## src/verilog/ssdc_pkg.sv

```systemverilog
// Purpose: Shared constants for the sync and reference divider control block.
// Assumes: Wishbone classic slave with 32-bit data and word-aligned registers.
// Notes:   Register offsets, field positions and the control, power and rate reset values live here.
package ssdc_pkg;
    // Register byte offsets.
    localparam logic [7:0] SSDC_ADR_CTRL   = 8'h00;
    localparam logic [7:0] SSDC_ADR_POWER  = 8'h04;
    localparam logic [7:0] SSDC_ADR_BLOCK  = 8'h08;
    localparam logic [7:0] SSDC_ADR_BURST  = 8'h0C;
    localparam logic [7:0] SSDC_ADR_PAIRS  = 8'h10;
    localparam logic [7:0] SSDC_ADR_STATUS = 8'h14;
    localparam logic [7:0] SSDC_ADR_RATE   = 8'h18;
    // Control register fields.
    localparam int SSDC_CTRL_EN       = 0;
    localparam int SSDC_CTRL_POL      = 1;
    localparam int SSDC_CTRL_MODE_LO  = 2;
    localparam int SSDC_CTRL_SRC_LO   = 4;
    localparam int SSDC_CTRL_ROUTE_LO = 6;
    localparam int SSDC_CTRL_REQ      = 8;
    localparam int SSDC_CTRL_SHOT     = 9;
    localparam int SSDC_CTRL_CLR      = 10;
    // Power register fields.
    localparam int SSDC_PWR_BLOCK = 0;
    localparam int SSDC_PWR_GEN   = 1;
    localparam int SSDC_PWR_GDLY  = 2;
    // Reset values.
    localparam logic [31:0] SSDC_CTRL_RST  = 32'h0000_0440;
    localparam logic [31:0] SSDC_POWER_RST = 32'h0000_0007;
    localparam logic [15:0] SSDC_RATE_RST  = 16'h0008;
    // Source and route select codes.
    localparam logic [1:0] SSDC_SRC_PIN   = 2'h0;
    localparam logic [1:0] SSDC_SRC_RECLK = 2'h1;
    localparam logic [1:0] SSDC_SRC_GEN   = 2'h2;
    localparam logic [1:0] SSDC_SRC_CONT  = 2'h3;
    localparam logic [1:0] SSDC_ROUTE_SYNC = 2'h0;
    // Unmapped reads return this value.
    localparam logic [31:0] SSDC_UNMAPPED = 32'h0000_0000;
endpackage : ssdc_pkg

```

## src/verilog/ssdc_top.sv

```systemverilog
// Purpose: Selects the sync or reference source and resets output dividers with it.
// Assumes: clk_i is the distribution clock; pins arrive asynchronously.
// Notes:   Registers over Wishbone classic; ack comes one cycle after the request.
`timescale 1ns/100ps
`default_nettype none
module ssdc_top
    import ssdc_pkg::*;
#(
    parameter int NPAIRS = 7
) (
    // Clock and reset.
    input  wire logic              clk_i,
    input  wire logic              rst_i,
    // Wishbone classic slave.
    input  wire logic              cyc_i,
    input  wire logic              stb_i,
    input  wire logic              we_i,
    input  wire logic [7:0]        adr_i,
    input  wire logic [3:0]        sel_i,
    input  wire logic [31:0]       dat_i,
    output logic      [31:0]       dat_o,
    output logic                   ack_o,
    // External pins.
    input  wire logic              sync_pin_i,
    input  wire logic              reference_input_zero_i,
    input  wire logic              dist_clk_active_i,
    // Divider side.
    output logic [NPAIRS-1:0]      pair_divider_reset_o,
    output logic                   ref_divider_reset_o,
    output logic                   ref_divider_tick_o,
    output logic                   sync_path_o,
    output logic                   ref_out_o,
    output logic [NPAIRS-1:0]      pair_ref_out_o,
    output logic                   ref_delay_buffer_clear_o
);
    if (NPAIRS < 1 || NPAIRS > 16) begin : g_bad_npairs
        $error("NPAIRS must be 1 to 16.");
    end

    logic [31:0]       ctrl;
    logic [31:0]       power;
    logic [31:0]       block;
    logic [1:0]        burst_length_field;
    logic [NPAIRS-1:0] pair_output_source_select;
    logic [NPAIRS-1:0] pair_ref_out_powerdown;
    logic [15:0]       ref_rate;
    logic              burst_write;

    wire logic       enable_sync        = ctrl[SSDC_CTRL_EN];
    wire logic       trigger_polarity   = ctrl[SSDC_CTRL_POL];
    wire logic [1:0] sync_mode          = ctrl[SSDC_CTRL_MODE_LO +: 2];
    wire logic [1:0] ref_source_select  = ctrl[SSDC_CTRL_SRC_LO +: 2];
    wire logic [1:0] input0_route_select = ctrl[SSDC_CTRL_ROUTE_LO +: 2];
    wire logic       external_request_gate = ctrl[SSDC_CTRL_REQ];
    wire logic       ref_block_powerdown = power[SSDC_PWR_BLOCK];
    wire logic       burst_gen_powerdown = power[SSDC_PWR_GEN];
    wire logic       global_ref_delay_powerdown = power[SSDC_PWR_GDLY];
    wire logic [NPAIRS-1:0] pair_divider_resync_block = block[NPAIRS-1:0];
    wire logic       ref_divider_resync_block = block[16];

    // Bus slave: one-cycle ack, writes land on the acked edge.
    wire logic bus_req = cyc_i && stb_i && !ack_o;

    always_ff @(posedge clk_i) begin
        if (rst_i) begin
            ack_o <= 1'b0;
        end else begin
            ack_o <= bus_req;
        end
    end

    function automatic logic [31:0] ssdc_merge(input logic [31:0] old, input logic [31:0] nw,
                                               input logic [3:0] sel);
        logic [31:0] r;
        r = old;
        for (int b = 0; b < 4; b++) begin
            if (sel[b]) begin
                r[8*b +: 8] = nw[8*b +: 8];
            end
        end
        return r;
    endfunction

    wire logic wr = cyc_i && stb_i && ack_o && we_i;

    always_ff @(posedge clk_i) begin
        if (rst_i) begin
            ctrl                      <= SSDC_CTRL_RST;
            power                     <= SSDC_POWER_RST;
            block                     <= '1;
            burst_length_field        <= 2'h0;
            pair_output_source_select <= '0;
            pair_ref_out_powerdown    <= '1;
            ref_rate                  <= SSDC_RATE_RST;
            burst_write               <= 1'b0;
        end else begin
            burst_write <= 1'b0;
            if (wr) begin
                case (adr_i)
                    SSDC_ADR_CTRL:  ctrl  <= ssdc_merge(ctrl, dat_i, sel_i);
                    SSDC_ADR_POWER: power <= ssdc_merge(power, dat_i, sel_i);
                    SSDC_ADR_BLOCK: block <= ssdc_merge(block, dat_i, sel_i);
                    SSDC_ADR_BURST: begin
                        if (sel_i[0]) begin
                            burst_length_field <= dat_i[1:0];
                            burst_write        <= 1'b1;
                        end
                    end
                    SSDC_ADR_PAIRS: begin
                        if (sel_i[1:0] == 2'b11) begin
                            pair_output_source_select <= dat_i[NPAIRS-1:0];
                        end
                        if (sel_i[3:2] == 2'b11) begin
                            pair_ref_out_powerdown <= dat_i[16 +: NPAIRS];
                        end
                    end
                    SSDC_ADR_RATE: begin
                        if (sel_i[1:0] == 2'b11 && dat_i[15:0] >= 16'd2) begin
                            ref_rate <= dat_i[15:0];
                        end
                    end
                    default: ;
                endcase
            end
        end
    end

    // Pin synchronisers.
    logic [1:0] pin_meta;
    logic [1:0] in0_meta;
    logic [1:0] act_meta;
    logic       pin_prev;
    logic       pol_prev;

    always_ff @(posedge clk_i) begin
        if (rst_i) begin
            pin_meta <= 2'b00;
            in0_meta <= 2'b00;
            act_meta <= 2'b00;
            pin_prev <= 1'b0;
            pol_prev <= 1'b0;
        end else begin
            pin_meta <= {pin_meta[0], sync_pin_i};
            in0_meta <= {in0_meta[0], reference_input_zero_i};
            act_meta <= {act_meta[0], dist_clk_active_i};
            pin_prev <= pin_meta[1];
            pol_prev <= trigger_polarity;
        end
    end

    wire logic pin_s     = pin_meta[1];
    wire logic clk_ok    = act_meta[1];
    wire logic pin_level = pin_s ^ trigger_polarity;
    wire logic pol_toggle = trigger_polarity != pol_prev;
    wire logic pin_edge  = pin_s != pin_prev;

    // Reference divider: pulse train restarted by ref_divider_reset_o, about half duty.
    logic [15:0] ref_cnt;
    logic        ref_wave;
    wire logic   ref_wrap = (ref_cnt == ref_rate - 16'd1);

    always_ff @(posedge clk_i) begin
        if (rst_i || ref_block_powerdown) begin
            ref_cnt  <= 16'h0000;
            ref_wave <= 1'b0;
        end else if (ref_divider_reset_o) begin
            ref_cnt  <= 16'h0000;
            ref_wave <= 1'b0;
        end else begin
            ref_cnt  <= ref_wrap ? 16'h0000 : ref_cnt + 16'd1;
            ref_wave <= (ref_cnt < (ref_rate >> 1));
        end
    end

    wire logic period_end = ref_wrap && !ref_block_powerdown;

    // Burst generator and request streaming.
    logic [3:0] burst_left;
    logic       burst_run;
    logic       streaming;
    logic       burst_trig;

    always_comb begin
        burst_trig = 1'b0;
        if (sync_mode == 2'd2 && ref_source_select == SSDC_SRC_GEN) begin
            burst_trig = pin_edge || pol_toggle;
        end else if (sync_mode == 2'd3 && ref_source_select == SSDC_SRC_GEN) begin
            burst_trig = burst_write;
        end
        if (burst_gen_powerdown) begin
            burst_trig = 1'b0;
        end
    end

    // A burst runs whole reference periods only, so no pulse is cut or lost.
    always_ff @(posedge clk_i) begin
        if (rst_i) begin
            burst_left <= 4'h0;
            burst_run  <= 1'b0;
        end else if (burst_trig && burst_left == 4'h0) begin
            burst_left <= 4'h1 << burst_length_field;
        end else if (period_end) begin
            if (burst_run) begin
                burst_left <= burst_left - 4'h1;
            end
            burst_run <= burst_run ? (burst_left > 4'h1) : (burst_left != 4'h0);
        end
    end

    wire logic req_mode = sync_mode == 2'd0 && ref_source_select == SSDC_SRC_GEN
                          && external_request_gate;

    // Stream starts and stops only at period boundaries.
    always_ff @(posedge clk_i) begin
        if (rst_i) begin
            streaming <= 1'b0;
        end else if (period_end || ref_cnt == 16'h0000) begin
            if (ref_cnt == 16'h0000) begin
                streaming <= streaming || (req_mode && pin_s);
            end else begin
                streaming <= req_mode && pin_s;
            end
        end
    end

    // Source selection onto the single path.
    logic next_path;

    always_comb begin
        next_path = 1'b0;
        if (input0_route_select == SSDC_ROUTE_SYNC &&
            (ref_source_select == SSDC_SRC_PIN || ref_source_select == SSDC_SRC_RECLK)) begin
            next_path = in0_meta[1];
        end else begin
            case ({sync_mode, ref_source_select})
                {2'd0, SSDC_SRC_PIN}:   next_path = 1'b0;
                {2'd1, SSDC_SRC_PIN}:   next_path = pin_level || pol_toggle;
                {2'd1, SSDC_SRC_RECLK}: next_path = ref_wave && pin_level;
                {2'd2, SSDC_SRC_GEN},
                {2'd3, SSDC_SRC_GEN}:   next_path = burst_run && ref_wave;
                {2'd0, SSDC_SRC_GEN}:   next_path = streaming && ref_wave;
                default:                next_path = 1'b0;
            endcase
            if (ref_source_select == SSDC_SRC_CONT) begin
                next_path = ref_wave && !global_ref_delay_powerdown;
            end
        end
        if (!clk_ok) begin
            next_path = 1'b0;
        end
    end

    // Divider resets and outputs, except the divider tick, fed from one reclocked path.
    always_ff @(posedge clk_i) begin
        if (rst_i) begin
            sync_path_o          <= 1'b0;
            pair_divider_reset_o <= '0;
            ref_divider_reset_o  <= 1'b0;
            ref_divider_tick_o   <= 1'b0;
            ref_out_o            <= 1'b0;
            pair_ref_out_o       <= '0;
        end else begin
            sync_path_o          <= next_path;
            pair_divider_reset_o <= (enable_sync && next_path) ?
                                    ~pair_divider_resync_block : '0;
            ref_divider_reset_o  <= enable_sync && next_path &&
                                    !ref_divider_resync_block;
            ref_divider_tick_o   <= period_end;
            ref_out_o            <= next_path && !ref_block_powerdown;
            pair_ref_out_o       <= pair_output_source_select & ~pair_ref_out_powerdown
                                    & {NPAIRS{next_path}};
        end
    end

    always_ff @(posedge clk_i) begin
        if (rst_i) begin
            ref_delay_buffer_clear_o <= 1'b1;
        end else begin
            ref_delay_buffer_clear_o <= ctrl[SSDC_CTRL_CLR];
        end
    end

    // Read mux.
    always_ff @(posedge clk_i) begin
        if (rst_i) begin
            dat_o <= 32'h0000_0000;
        end else if (bus_req && !we_i) begin
            case (adr_i)
                SSDC_ADR_CTRL:   dat_o <= ctrl;
                SSDC_ADR_POWER:  dat_o <= power;
                SSDC_ADR_BLOCK:  dat_o <= block;
                SSDC_ADR_BURST:  dat_o <= {30'h0, burst_length_field};
                SSDC_ADR_PAIRS:  dat_o <= {16'(pair_ref_out_powerdown),
                                           16'(pair_output_source_select)};
                SSDC_ADR_STATUS: dat_o <= {26'h0, clk_ok, streaming, burst_left};
                SSDC_ADR_RATE:   dat_o <= {16'h0, ref_rate};
                default:         dat_o <= SSDC_UNMAPPED;
            endcase
        end
    end
endmodule // ssdc_top
`default_nettype wire
```

## config.mk

```make
export PLATFORM = sky130hd
export DESIGN_NAME = ssdc_top
export DESIGN_NICKNAME = d
export VERILOG_FILES = /design/src/verilog/ssdc_pkg.sv /design/src/verilog/ssdc_top.sv
export SDC_FILE = /design/constraint.sdc
export NUM_CORES = 1
export LEC_CHECK = 0
export BUFFER_PORTS_ARGS = -buffer_cell sky130_fd_sc_hd__buf_2
export CORE_MARGIN = 1
export CORE_UTILIZATION = 35
export CTS_CLUSTER_DIAMETER = 200
export DETAILED_ROUTE_END_ITERATION = 10
export PLACE_DENSITY = 0.55
export SETUP_SLACK_MARGIN = 0.1
export SLEW_MARGIN = 10
export SYNTH_ARGS = -nofsm -noshare
export SYNTH_HDL_FRONTEND = slang
export SYNTH_SLANG_ARGS = --single-unit
```

## constraint.sdc

```tcl
create_clock -name clk_i -period 8.1 [get_ports clk_i]
set_clock_uncertainty 0.15 [all_clocks]
set_input_delay 0.81 -clock clk_i [delete_from_list [all_inputs] [get_ports clk_i]]
set_output_delay 0.81 -clock clk_i [all_outputs]
set_load 0.01 [all_outputs]
```

==> flow_metrics.py, run 1 <==
metrics = {
    "run_status": {
        "status": "completed",
    },
    "logic_synthesis": {
        "yosysTopAreaCell": "dfxtp_1",
        "ys_async_sr_fraction": 0,
        "synth_area_leaders": "dfxtp_1 (46%), nand2_1 (6.1%), a21oi_1 (5.6%)",
        "ys_types": 56,
        "ys_warn_count": 0,
        "synth.most_common_cell": "dfxtp_1",
        "netlist_instances": 1112,
        "synth_seq_cells": 212,
        "synthesis.area_um2": 9290,
        "synth_fp_nets": 1184,
        "synth_enable_flop_cells": 0,
        "syn_area_per_cell_um2": 8.35,
        "synthTopCellsByCount": "dfxtp_1 (212), nand2_1 (152), nor2_1 (127)",
        "ys_seq_area_frac": 0.457,
        "synth_top_cell_area_share": 0.457,
        "synthFlopType": "dfxtp_1",
    },
    "power": {
        "irDropWorstVdd_mv": 0.123,
        "sw_frac_of_total": 0.220,
        "power.internal_mw": 1.67,
        "clkPwrFrac": 0.486,
        "power_leakage_nw": 4.32,
        "power_mw": 2.14,
        "power.density_nw_per_um2": 199,
        "p_sw_uw": 471,
        "combinationalPowerShare": 0.026,
        "seq_power_share": 0.488,
    },
    "worst_setup_path": {
        "end_kind": "flop",
        "start_kind": "input port",
        "cp_max_fo": 22,
        "max_stage_delay_ps": 1010,
        "crit_family": "simple AND/OR/NAND/NOR gates",
        "critPathSlowestCell": "nand4_1",
        "worstPathArrival_ps": 3530,
        "cpMostUsedCell": "nor2_1",
        "required_ps": 8310,
        "path_buf_inv": 1,
        "cp_cell_sequence": "buf_2, nand2_1, nor2_1, and2_1, nand4_1, mux2i_1, nor2_1",
        "worstSetupPathType": "in -> reg",
    },
    "sta": {
        "fin_crit_sh": 0.411,
        "tns_ps": 0,
        "setup_viol": 0,
        "fin_crit_ps": 3330,
        "hold_viol": 0,
        "maxSlewHeadroom": 0.266,
        "tightest_slew_ps": 1100,
        "fmax_mhz": 301,
        "drv_slew": 0,
        "rsz0062_at_grt": "false",
    },
    "clock_network": {
        "cts_sinks": 212,
        "holdBufCountCts": 0,
        "clock_path_buffers": 3,
        "insertion_delay_ps": 520,
        "htree_levels": 1,
        "cts_buffers": 25,
        "cts_setup_buffers": 0,
        "clk_pin_slew_worst_paths_ps": 60,
        "tritoncts": "yes",
        "cts-resized-gates": 0,
        "cts_root_buf": "clkbuf_16",
    },
    "detailed_routing": {
        "vias": 8218,
        "drt-pass1-iter-count": 5,
        "drt_iter0_markers": 476,
        "ant_nets": 0,
        "drc_errors": 0,
        "viasPerCell": 5.39,
        "postRouteWirelength_um": 27200,
        "routedWlPerCell_um": 17.8,
    },
    "global_route": {
        "grt.busiest_layer": "met2",
        "grt_pass1_vias": 7570,
        "grt.met3_usage": 0.0414,
        "antenna_found_initial": 3,
        "grt_use_total": 0.202,
        "grt_pass1_wl_um": 43200,
        "use_met2": 0.315,
        "grtUsageMet1": 0.284,
        "grt_max_degree": 100,
        "gr-total-overflow": 0,
    },
    "job": {
        "drv_cap": 0,
    },
    "final_layout": {
        "nFillCells": 2652,
        "drive_gt1_frac": 0.135,
        "utilization": 0.414,
        "fin_cells": 1526,
        "area_growth_pct": 16.0,
        "stdcell_area_um2": 10800,
        "nets": 1250,
    },
    "die": {
        "die_y_um": 165,
        "core_area_um2": 26100,
        "fp.dieW_um": 165,
        "ios": 104,
        "start_util": 0.357,
        "fp-row-count": 59,
        "dieArea_um2": 27200,
    },
    "placed_design": {
        "port_buffers": 103,
        "gp_congestion": 0.849,
        "post_dp_cell_area_um2": 10000,
        "place_inst": 1486,
        "hpwl_um": 18100,
    },
    "min_path": {
        "hp-class": "reg -> reg",
    },
}
## state kept, by name, summed over array words and instances, names as in the netlist, 2 cells and up
register	count
pair_ref_out_o	7
in0_meta	2
pair_output_source_select	7
dat_o	32
block	32
burst_length_field	2
pin_meta	2
ref_rate	16
pair_divider_reset_o	7
ctrl	32
pair_ref_out_powerdown	7
ref_cnt	16
burst_left	4
power	32
act_meta	2
## worst paths after layout
kind,end,from,cells past startpoint,slack (ps)
hold / removal,in0_meta[1]$_SDFF_PP0_,in0_meta[0]$_SDFF_PP0_,1,290
setup / recovery,ref_rate[5]$_SDFFE_PP0P_,cyc_i,7,4770
hold reg to reg,in0_meta[1]$_SDFF_PP0_,in0_meta[0]$_SDFF_PP0_,1,290
setup reg to reg,burst_left[3]$_SDFFE_PP0P_,ref_rate[0]$_SDFFE_PP0P_,10,4810
## layout by cell type, fill, tap and decap left out, drive strengths merged, types with 11 or more instances in the layout
| master | n |
|---|---|
| clkbuf | 36 |
| buf | 114 |
| a222oi | 12 |
| a22oi | 45 |
| nor2 | 127 |
| and3 | 11 |
| inv | 24 |
| xnor2 | 18 |
| nand3 | 99 |
| a21oi | 104 |
| xor2 | 20 |
| nand2 | 152 |
| nor2b | 11 |
| nor4 | 13 |
| dfxtp | 212 |
| ha | 20 |
| mux2i | 48 |
| nor3 | 19 |
## power groups by stage
stage | Combinational [mW] | Clock [mW] | Sequential (mW)
6_report | 0.0555 | 1.04 | 1.05
3_3_place_gp | 0.0558 | 0 | 1.07
3_5_place_dp | 0.0554 | 0 | 1.07
5_1_grt | 0.0593 | 1.12 | 1.04
2_1_floorplan | 0.0210 | 0 | 1.07
4_1_cts | 0.0556 | 1.07 | 1.05
## area by class of cell
class	count	area [µm²]	area share
flip-flops and latches	212	4240	0.394
inverters	23	86.3	0.00801
clock inverters	3	18.8	0.00174
multi-input cells	802	4680	0.434
diodes	1	2.50	0.000232
clock buffers	36	727	0.0674
well taps	335	419	0.0389
repair buffers	114	601	0.0557
## layer usage
layer  part of all wire  up-vias
li1                   -     4035
met2               0.45      249
met5             0.0010        -
met3              0.070       45
met1               0.46     3885
met4              0.019        4
## through the flow
step           setup WS [ps]  hold slack, ps
3_3_place_gp            4330             280
5_1_grt                 4440             299
6_report                4770             289
3_5_place_dp            4270             276
4_1_cts                 4790             290
2_1_floorplan           5120             263
## cells by family (layout without fill, tap and decap cells)
family                   count (synthesis)  after routing  synth area share
buffers and inverters                   98            176            0.0416
AO/OA/AOI/OAI                          210            210             0.143
adder cells (fa/ha/maj)                 20             20            0.0269
other                                    0              1                 0
multiplexers                            48             48            0.0517
flip-flops                             212            212             0.457
XOR/XNOR                                38             38            0.0358
AND/OR/NAND/NOR                        486            486             0.244
No activity file was read; power rests on OpenSTA's default activity.
==> run 2: changes to the inputs <==
--- a/config.mk
+++ b/config.mk
@@ -5,6 +5,7 @@
 export SDC_FILE = /design/constraint.sdc
 export NUM_CORES = 1
 export LEC_CHECK = 0
+export ABC_AREA = 1
 export BUFFER_PORTS_ARGS = -buffer_cell sky130_fd_sc_hd__buf_2
 export CORE_MARGIN = 1
 export CORE_UTILIZATION = 35
==> constraint.sdc (replaced) <==
create_clock -name clk_i -period 3.4 [get_ports clk_i]
set_clock_uncertainty 0.15 [all_clocks]
set_input_delay 0.34 -clock clk_i [delete_from_list [all_inputs] [get_ports clk_i]]
set_output_delay 0.34 -clock clk_i [all_outputs]
set_load 0.01 [all_outputs]
==> flow_metrics.py, run 2 <==
metrics = {
    "logic_synthesis": {
        "yosys.area_share.adder": 0.0259,
        "ys_warn_count": 0,
        "synthMuxAreaShare": 0,
        "ys_types": 46,
        "post_synth_and_or_nand_nor_area_fraction": 0.242,
        "synth-compound-area-share": 0.189,
        "synthFlopType": "dfxtp_1",
        "synthTopCellsByCount": "nand2_1 (248), dfxtp_1 (212), nor2_1 (161)",
        "synth.most_common_cell": "nand2_1",
        "synthesis.area_um2": 9660,
        "synth_xor_area_frac": 0.0198,
        "synth_fp_nets": 1381,
        "synth_enable_flop_cells": 0,
        "synth_area_leaders": "dfxtp_1 (44%), nand2_1 (9.6%), a21oi_1 (6.3%)",
        "yosysTopAreaCell": "dfxtp_1",
        "synth_top_family_by_area": "simple AND/OR/NAND/NOR gates",
        "synth_seq_cells": 212,
        "synth_top_cell_area_share": 0.440,
        "netlist_instances": 1309,
        "ys_async_sr_fraction": 0,
        "ys_seq_area_frac": 0.440,
        "syn_area_per_cell_um2": 7.38,
    },
    "die": {
        "core_area_um2": 27000,
        "fp.dieW_um": 168,
        "die_y_um": 168,
        "fp-row-count": 60,
        "dieArea_um2": 28300,
        "ios": 104,
        "start_util": 0.357,
    },
    "min_path": {
        "min_to": "ctrl[13]$_SDFFE_PP0P_",
        "hp-start": "dat_i[13]",
        "whs_path_depth": 3,
        "hp-class": "in -> reg",
    },
    "final_layout": {
        "stdcell_area_um2": 11700,
        "final_common_cell": "nand2_1",
        "mostFrequentLayoutCells": "nand2_1 (248), dfxtp_1 (212), nor2_1 (160)",
        "nets": 1509,
        "drive_gt1_frac": 0.148,
        "area_growth_pct": 21.5,
        "num_antenna_cells": 0,
    },
    "power": {
        "power_leakage_nw": 5.11,
        "clkPwrFrac": 0.521,
        "power_mw": 5.56,
        "p_sw_mw": 1.19,
        "seq_power_share": 0.448,
        "power.density_nw_per_um2": 474,
        "combinationalPowerShare": 0.031,
        "power.internal_mw": 4.37,
        "sw_frac_of_total": 0.214,
        "irDropWorstVdd_mv": 0.332,
    },
    "placed_design": {
        "hpwl_um": 20500,
        "place_ws_ps": 886,
        "gp_congestion": 0.881,
        "port_buffers": 103,
        "post_dp_cell_area_um2": 10500,
    },
    "global_route": {
        "antenna_found_initial": 0,
        "grt_max_degree": 134,
        "grt_pass1_wl_um": 45300,
        "grt_pass1_vias": 8241,
        "gr-total-overflow": 0,
        "grt_use_total": 0.202,
    },
    "worst_setup_path": {
        "critPathLaunch": "ref_rate[0]$_SDFFE_PP0P_",
        "end_kind": "flop",
        "required_ps": 3660,
        "cp_max_fo": 5,
        "worstSetupPathType": "reg -> reg",
        "ff2ff_path_depth": 13,
        "r2r-start": "ref_rate[0]$_SDFFE_PP0P_",
        "worstPathArrival_ps": 2700,
        "start_kind": "flop",
        "r2r_end": "streaming$_SDFFE_PP0P_",
        "r2r_slack_ps": 970,
    },
    "clock_network": {
        "insertion_delay_ps": 530,
        "htree_levels": 1,
        "clock_path_buffers": 3,
        "cts_buffers": 25,
        "tritoncts": "yes",
        "cts_root_buf": "clkbuf_16",
        "cts_setup_buffers": 0,
        "cts-resized-gates": 0,
        "clk_pin_slew_worst_paths_ps": 60,
        "cts_sinks": 212,
    },
    "sta": {
        "fin_crit_ps": 2430,
        "fin_crit_sh": 0.716,
        "maxSlewHeadroom": 0.391,
        "rsz0062_at_grt": "false",
        "drv_slew": 0,
        "setup_slack_ps": 966,
        "tns_ps": 0,
        "hold_viol": 0,
        "setup_viol": 0,
        "fmax_mhz": 411,
        "tightest_slew_ps": 908,
    },
    "detailed_routing": {
        "drt_iter0_markers": 593,
        "viasPerCell": 4.99,
        "vias": 8956,
        "ant_nets": 0,
        "drt-pass1-iter-count": 5,
        "routedWlPerCell_um": 16.0,
        "drc_errors": 0,
        "postRouteWirelength_um": 28700,
    },
    "run_status": {
        "status": "completed",
    },
    "job": {
        "drv_cap": 0,
    },
}
run 2: what timing repair did:
item                       in CTS  in global routing
hold endpoints to repair       64                  0
hold buffers                   32                  0
setup endpoints to repair       0                  0
run 2: kinds of logic (layout without fill, tap and decap cells):
logic type / Yosys count / in the layout
AND/OR/NAND/NOR: 529 / 529
AO/OA/AOI/OAI: 319 / 319
flip-flops: 212 / 212
buffers and inverters: 208 / 354
XOR/XNOR: 21 / 21
adder cells (fa/ha/maj): 20 / 20
run 2: stage by stage:
stage | hold slack [ps] | std cells | util
final | 8.17 | 1796 | 0.434
after global routing | 18.0 | 1796 | 0.434
after CTS | 4.93 | 1796 | 0.434
after detailed placement | 254 | 1719 | 0.389
after global placement | 255 | 1719 | 0.389
after floorplan | 238 | 1309 | -
run 2: worst max-delay path by stage:
stage	end	slack, ps
CTS	burst_run$_SDFFE_PP0P_	1000
global placement	block[15]$_SDFFE_PP1P_	960
global route	burst_run$_SDFFE_PP0P_	770
finish	streaming$_SDFFE_PP0P_	970
floorplan	burst_run$_SDFFE_PP0P_	1360
detailed placement	block[14]$_SDFFE_PP1P_	890
run 2: cell type report:
type | count | area, µm²
Clock inverter | 11 | 190
Tap cell | 341 | 427
Fill cell | 2811 | 15300
Timing Repair Buffer | 152 | 976
Inverter | 157 | 591
Clock buffer | 34 | 699
Multi-Input combinational cell | 889 | 4610
Sequential cell | 212 | 4240
run 2: power groups by stage:
| stage | sequential (mW) | combinational, mW | clock (mW) |
|---|---|---|---|
| after floorplan | 2.55 | 0.0640 | 0 |
| after detailed placement | 2.55 | 0.142 | 0 |
| after global placement | 2.55 | 0.143 | 0 |
| final | 2.49 | 0.172 | 2.90 |
| after global routing | 2.49 | 0.186 | 3.06 |
| after CTS | 2.49 | 0.170 | 2.94 |
run 2: critical path: stages, from the launching register on:
cell	delay (ps)
dfxtp_1	380
inv_2	80
ha_1	290
or2_1	270
nand3_1	70
nand2_1	50
nor2_1	200
nand2_1	80
nor2_1	130
nand3_1	90
nor2_1	170
nand3_1	130
o21ai_0	170
nand2_1	60
run 2: metal layers:
metal	GRT usage	wire, µm
met5	0	0
met4	0.0640	751
met3	0.0252	1140
met2	0.326	13000
met1	0.280	13800
==> run 3: changes to the inputs <==
==> constraint.sdc (replaced) <==
create_clock -name clk_i -period 2.34 [get_ports clk_i]
set_clock_uncertainty 0.15 [all_clocks]
set_input_delay 0.234 -clock clk_i [delete_from_list [all_inputs] [get_ports clk_i]]
set_output_delay 0.234 -clock clk_i [all_outputs]
set_load 0.01 [all_outputs]
==> flow_metrics.py, run 3 (synthesis gave the netlist of run 2 again) <==
metrics = {
    "power": {
        "power.internal_mw": 6.59,
        "sw_frac_of_total": 0.209,
        "combinationalPowerShare": 0.032,
        "power_mw": 8.33,
        "power.density_nw_per_um2": 678,
        "power_leakage_nw": 5.37,
        "p_sw_mw": 1.74,
        "seq_power_share": 0.434,
        "clkPwrFrac": 0.533,
        "irDropWorstVdd_mv": 0.522,
    },
    "clock_network": {
        "cts_root_buf": "clkbuf_16",
        "cts_sinks": 212,
        "clk_pin_slew_worst_paths_ps": 60,
        "insertion_delay_ps": 520,
        "tritoncts": "yes",
        "clock_path_buffers": 3,
        "cts_buffers": 25,
        "htree_levels": 1,
    },
    "placed_design": {
        "gp_congestion": 0.883,
        "place_inst": 1748,
        "post_dp_cell_area_um2": 10800,
        "hpwl_um": 21400,
        "port_buffers": 103,
    },
    "worst_setup_path": {
        "cp_max_fo": 6,
        "max_stage_delay_ps": 420,
        "path_buf_inv": 0,
        "cp_cell_sequence": "nand3_4, nor4_4, nand2_1, nor2_2, nand2_2, nor2_4, nand2_2, nor2_4, nand3_2, nand2_2, nand2_1, nor2_1",
        "r2r_end": "ref_cnt[15]$_SDFF_PP0_",
        "crit_family": "simple AND/OR/NAND/NOR gates",
        "start_kind": "flop",
        "end_kind": "flop",
        "r2r-start": "ref_cnt[2]$_SDFF_PP0_",
        "ff2ff_path_depth": 12,
        "required_ps": 2640,
        "worstPathArrival_ps": 2400,
        "cpMostUsedCell": "nand2_2",
        "critPathSlowestCell": "dfxtp_2",
        "worstSetupPathType": "reg -> reg",
        "r2r_slack_ps": 240,
    },
    "min_path": {
        "whs_path_depth": 4,
        "min_to": "burst_write$_SDFF_PP0_",
        "hp-start": "adr_i[0]",
        "hp-class": "in -> reg",
    },
    "final_layout": {
        "utilization": 0.454,
        "fin_cells": 1839,
        "stdcell_area_um2": 12300,
        "nFillCells": 2724,
        "num_antenna_cells": 0,
        "drive_gt1_frac": 0.187,
        "area_growth_pct": 27.2,
        "nets": 1552,
        "final_common_cell": "nand2_1",
        "mostFrequentLayoutCells": "nand2_1 (244), dfxtp_1 (201), nor2_1 (155)",
        "regArea_um2": 4260,
        "multi_input_area_um2": 4720,
    },
    "detailed_routing": {
        "drt-pass1-iter-count": 5,
        "drt_iter0_markers": 546,
        "drc_errors": 0,
        "postRouteWirelength_um": 29500,
        "ant_nets": 0,
        "vias": 9088,
        "routedWlPerCell_um": 16.0,
        "viasPerCell": 4.94,
    },
    "sta": {
        "drv_slew": 0,
        "fmax_mhz": 475,
        "maxSlewHeadroom": 0.530,
        "fin_crit_sh": 0.899,
        "fin_crit_ps": 2100,
        "rsz0062_at_grt": "true",
        "tightest_slew_ps": 703,
        "setup_viol": 0,
        "hold_viol": 0,
        "tns_ps": 0,
    },
    "die": {
        "die_y_um": 168,
        "core_area_um2": 27000,
        "dieArea_um2": 28300,
        "fp.dieW_um": 168,
        "ios": 104,
        "start_util": 0.357,
        "fp-row-count": 60,
    },
    "global_route": {
        "gr-total-overflow": 0,
        "antenna_found_initial": 0,
        "grt_use_total": 0.208,
        "grt_max_degree": 66,
        "grt_pass1_vias": 8630,
        "grt_pass1_wl_um": 46800,
    },
    "run_status": {
        "status": "completed",
    },
    "job": {
        "drv_cap": 0,
    },
}
==> run 3: power by group through the flow <==
| stage | clock (mW) | sequential [mW] | combinational (mW) |
|---|---|---|---|
| floorplan | 0 | 3.70 | 0.0930 |
| global placement | 0 | 3.70 | 0.214 |
| detailed placement | 0 | 3.70 | 0.214 |
| CTS | 4.52 | 3.62 | 0.267 |
| global route | 4.66 | 3.62 | 0.292 |
| finish | 4.44 | 3.62 | 0.269 |
==> run 3: final cells by class <==
cell class              count  share of cell area
flip-flops and latches    212               0.347
clock inverters            18              0.0243
clock buffers              27              0.0524
inverters                 157              0.0485
repair buffers            195               0.109
well taps                 341              0.0347
multi-input cells         889               0.384
==> run 3: through the flow <==
stage	worst slack, ps	hold slack [ps]
final	237	26.1
after CTS	111	23.6
after global routing	65.2	60.0
after detailed placement	67.9	250
after global placement	133	257
after floorplan	304	191
==> run 3: per-layer routing <==
layer	vias to the layer above	routed length [µm]	GRT usage
met2	216	13600	0.347
met5	-	0	0
met4	0	666	0.0530
met1	4171	13900	0.285
li1	4658	-	-
met3	43	1230	0.0230
==> run 3: worst min-delay path, delay by kind of cell <==
family / cells / cell delay, ps
buf+inv: 1 / 80
simple gates: 3 / 330
==> run 3: worst max-delay path by stage <==
stage / startpoint / endpoint / slack [ps] / cells after the start
3_5_place_dp: ref_rate[1]$_SDFFE_PP0P_ / burst_run$_SDFFE_PP0P_ / 70 / 14
3_3_place_gp: adr_i[1] / dat_o[4]$_SDFFE_PP0P_ / 130 / 11
6_report: ref_cnt[2]$_SDFF_PP0_ / ref_cnt[15]$_SDFF_PP0_ / 240 / 12
5_1_grt: ref_cnt[1]$_SDFF_PP0_ / ref_cnt[15]$_SDFF_PP0_ / 70 / 13
4_1_cts: ref_rate[1]$_SDFFE_PP0P_ / burst_left[3]$_SDFFE_PP0P_ / 110 / 15
2_1_floorplan: ref_rate[0]$_SDFFE_PP0P_ / burst_run$_SDFFE_PP0P_ / 300 / 12
==> run 3: repair_timing <==
action	4_1_cts	5_1_grt
resized for setup	1	42
setup endpoints to repair	15	22
buffers inserted	0	5
pin swaps	0	14
gates cloned	0	0
hold buffers	41	0
endpoints found under the hold margin	134	0
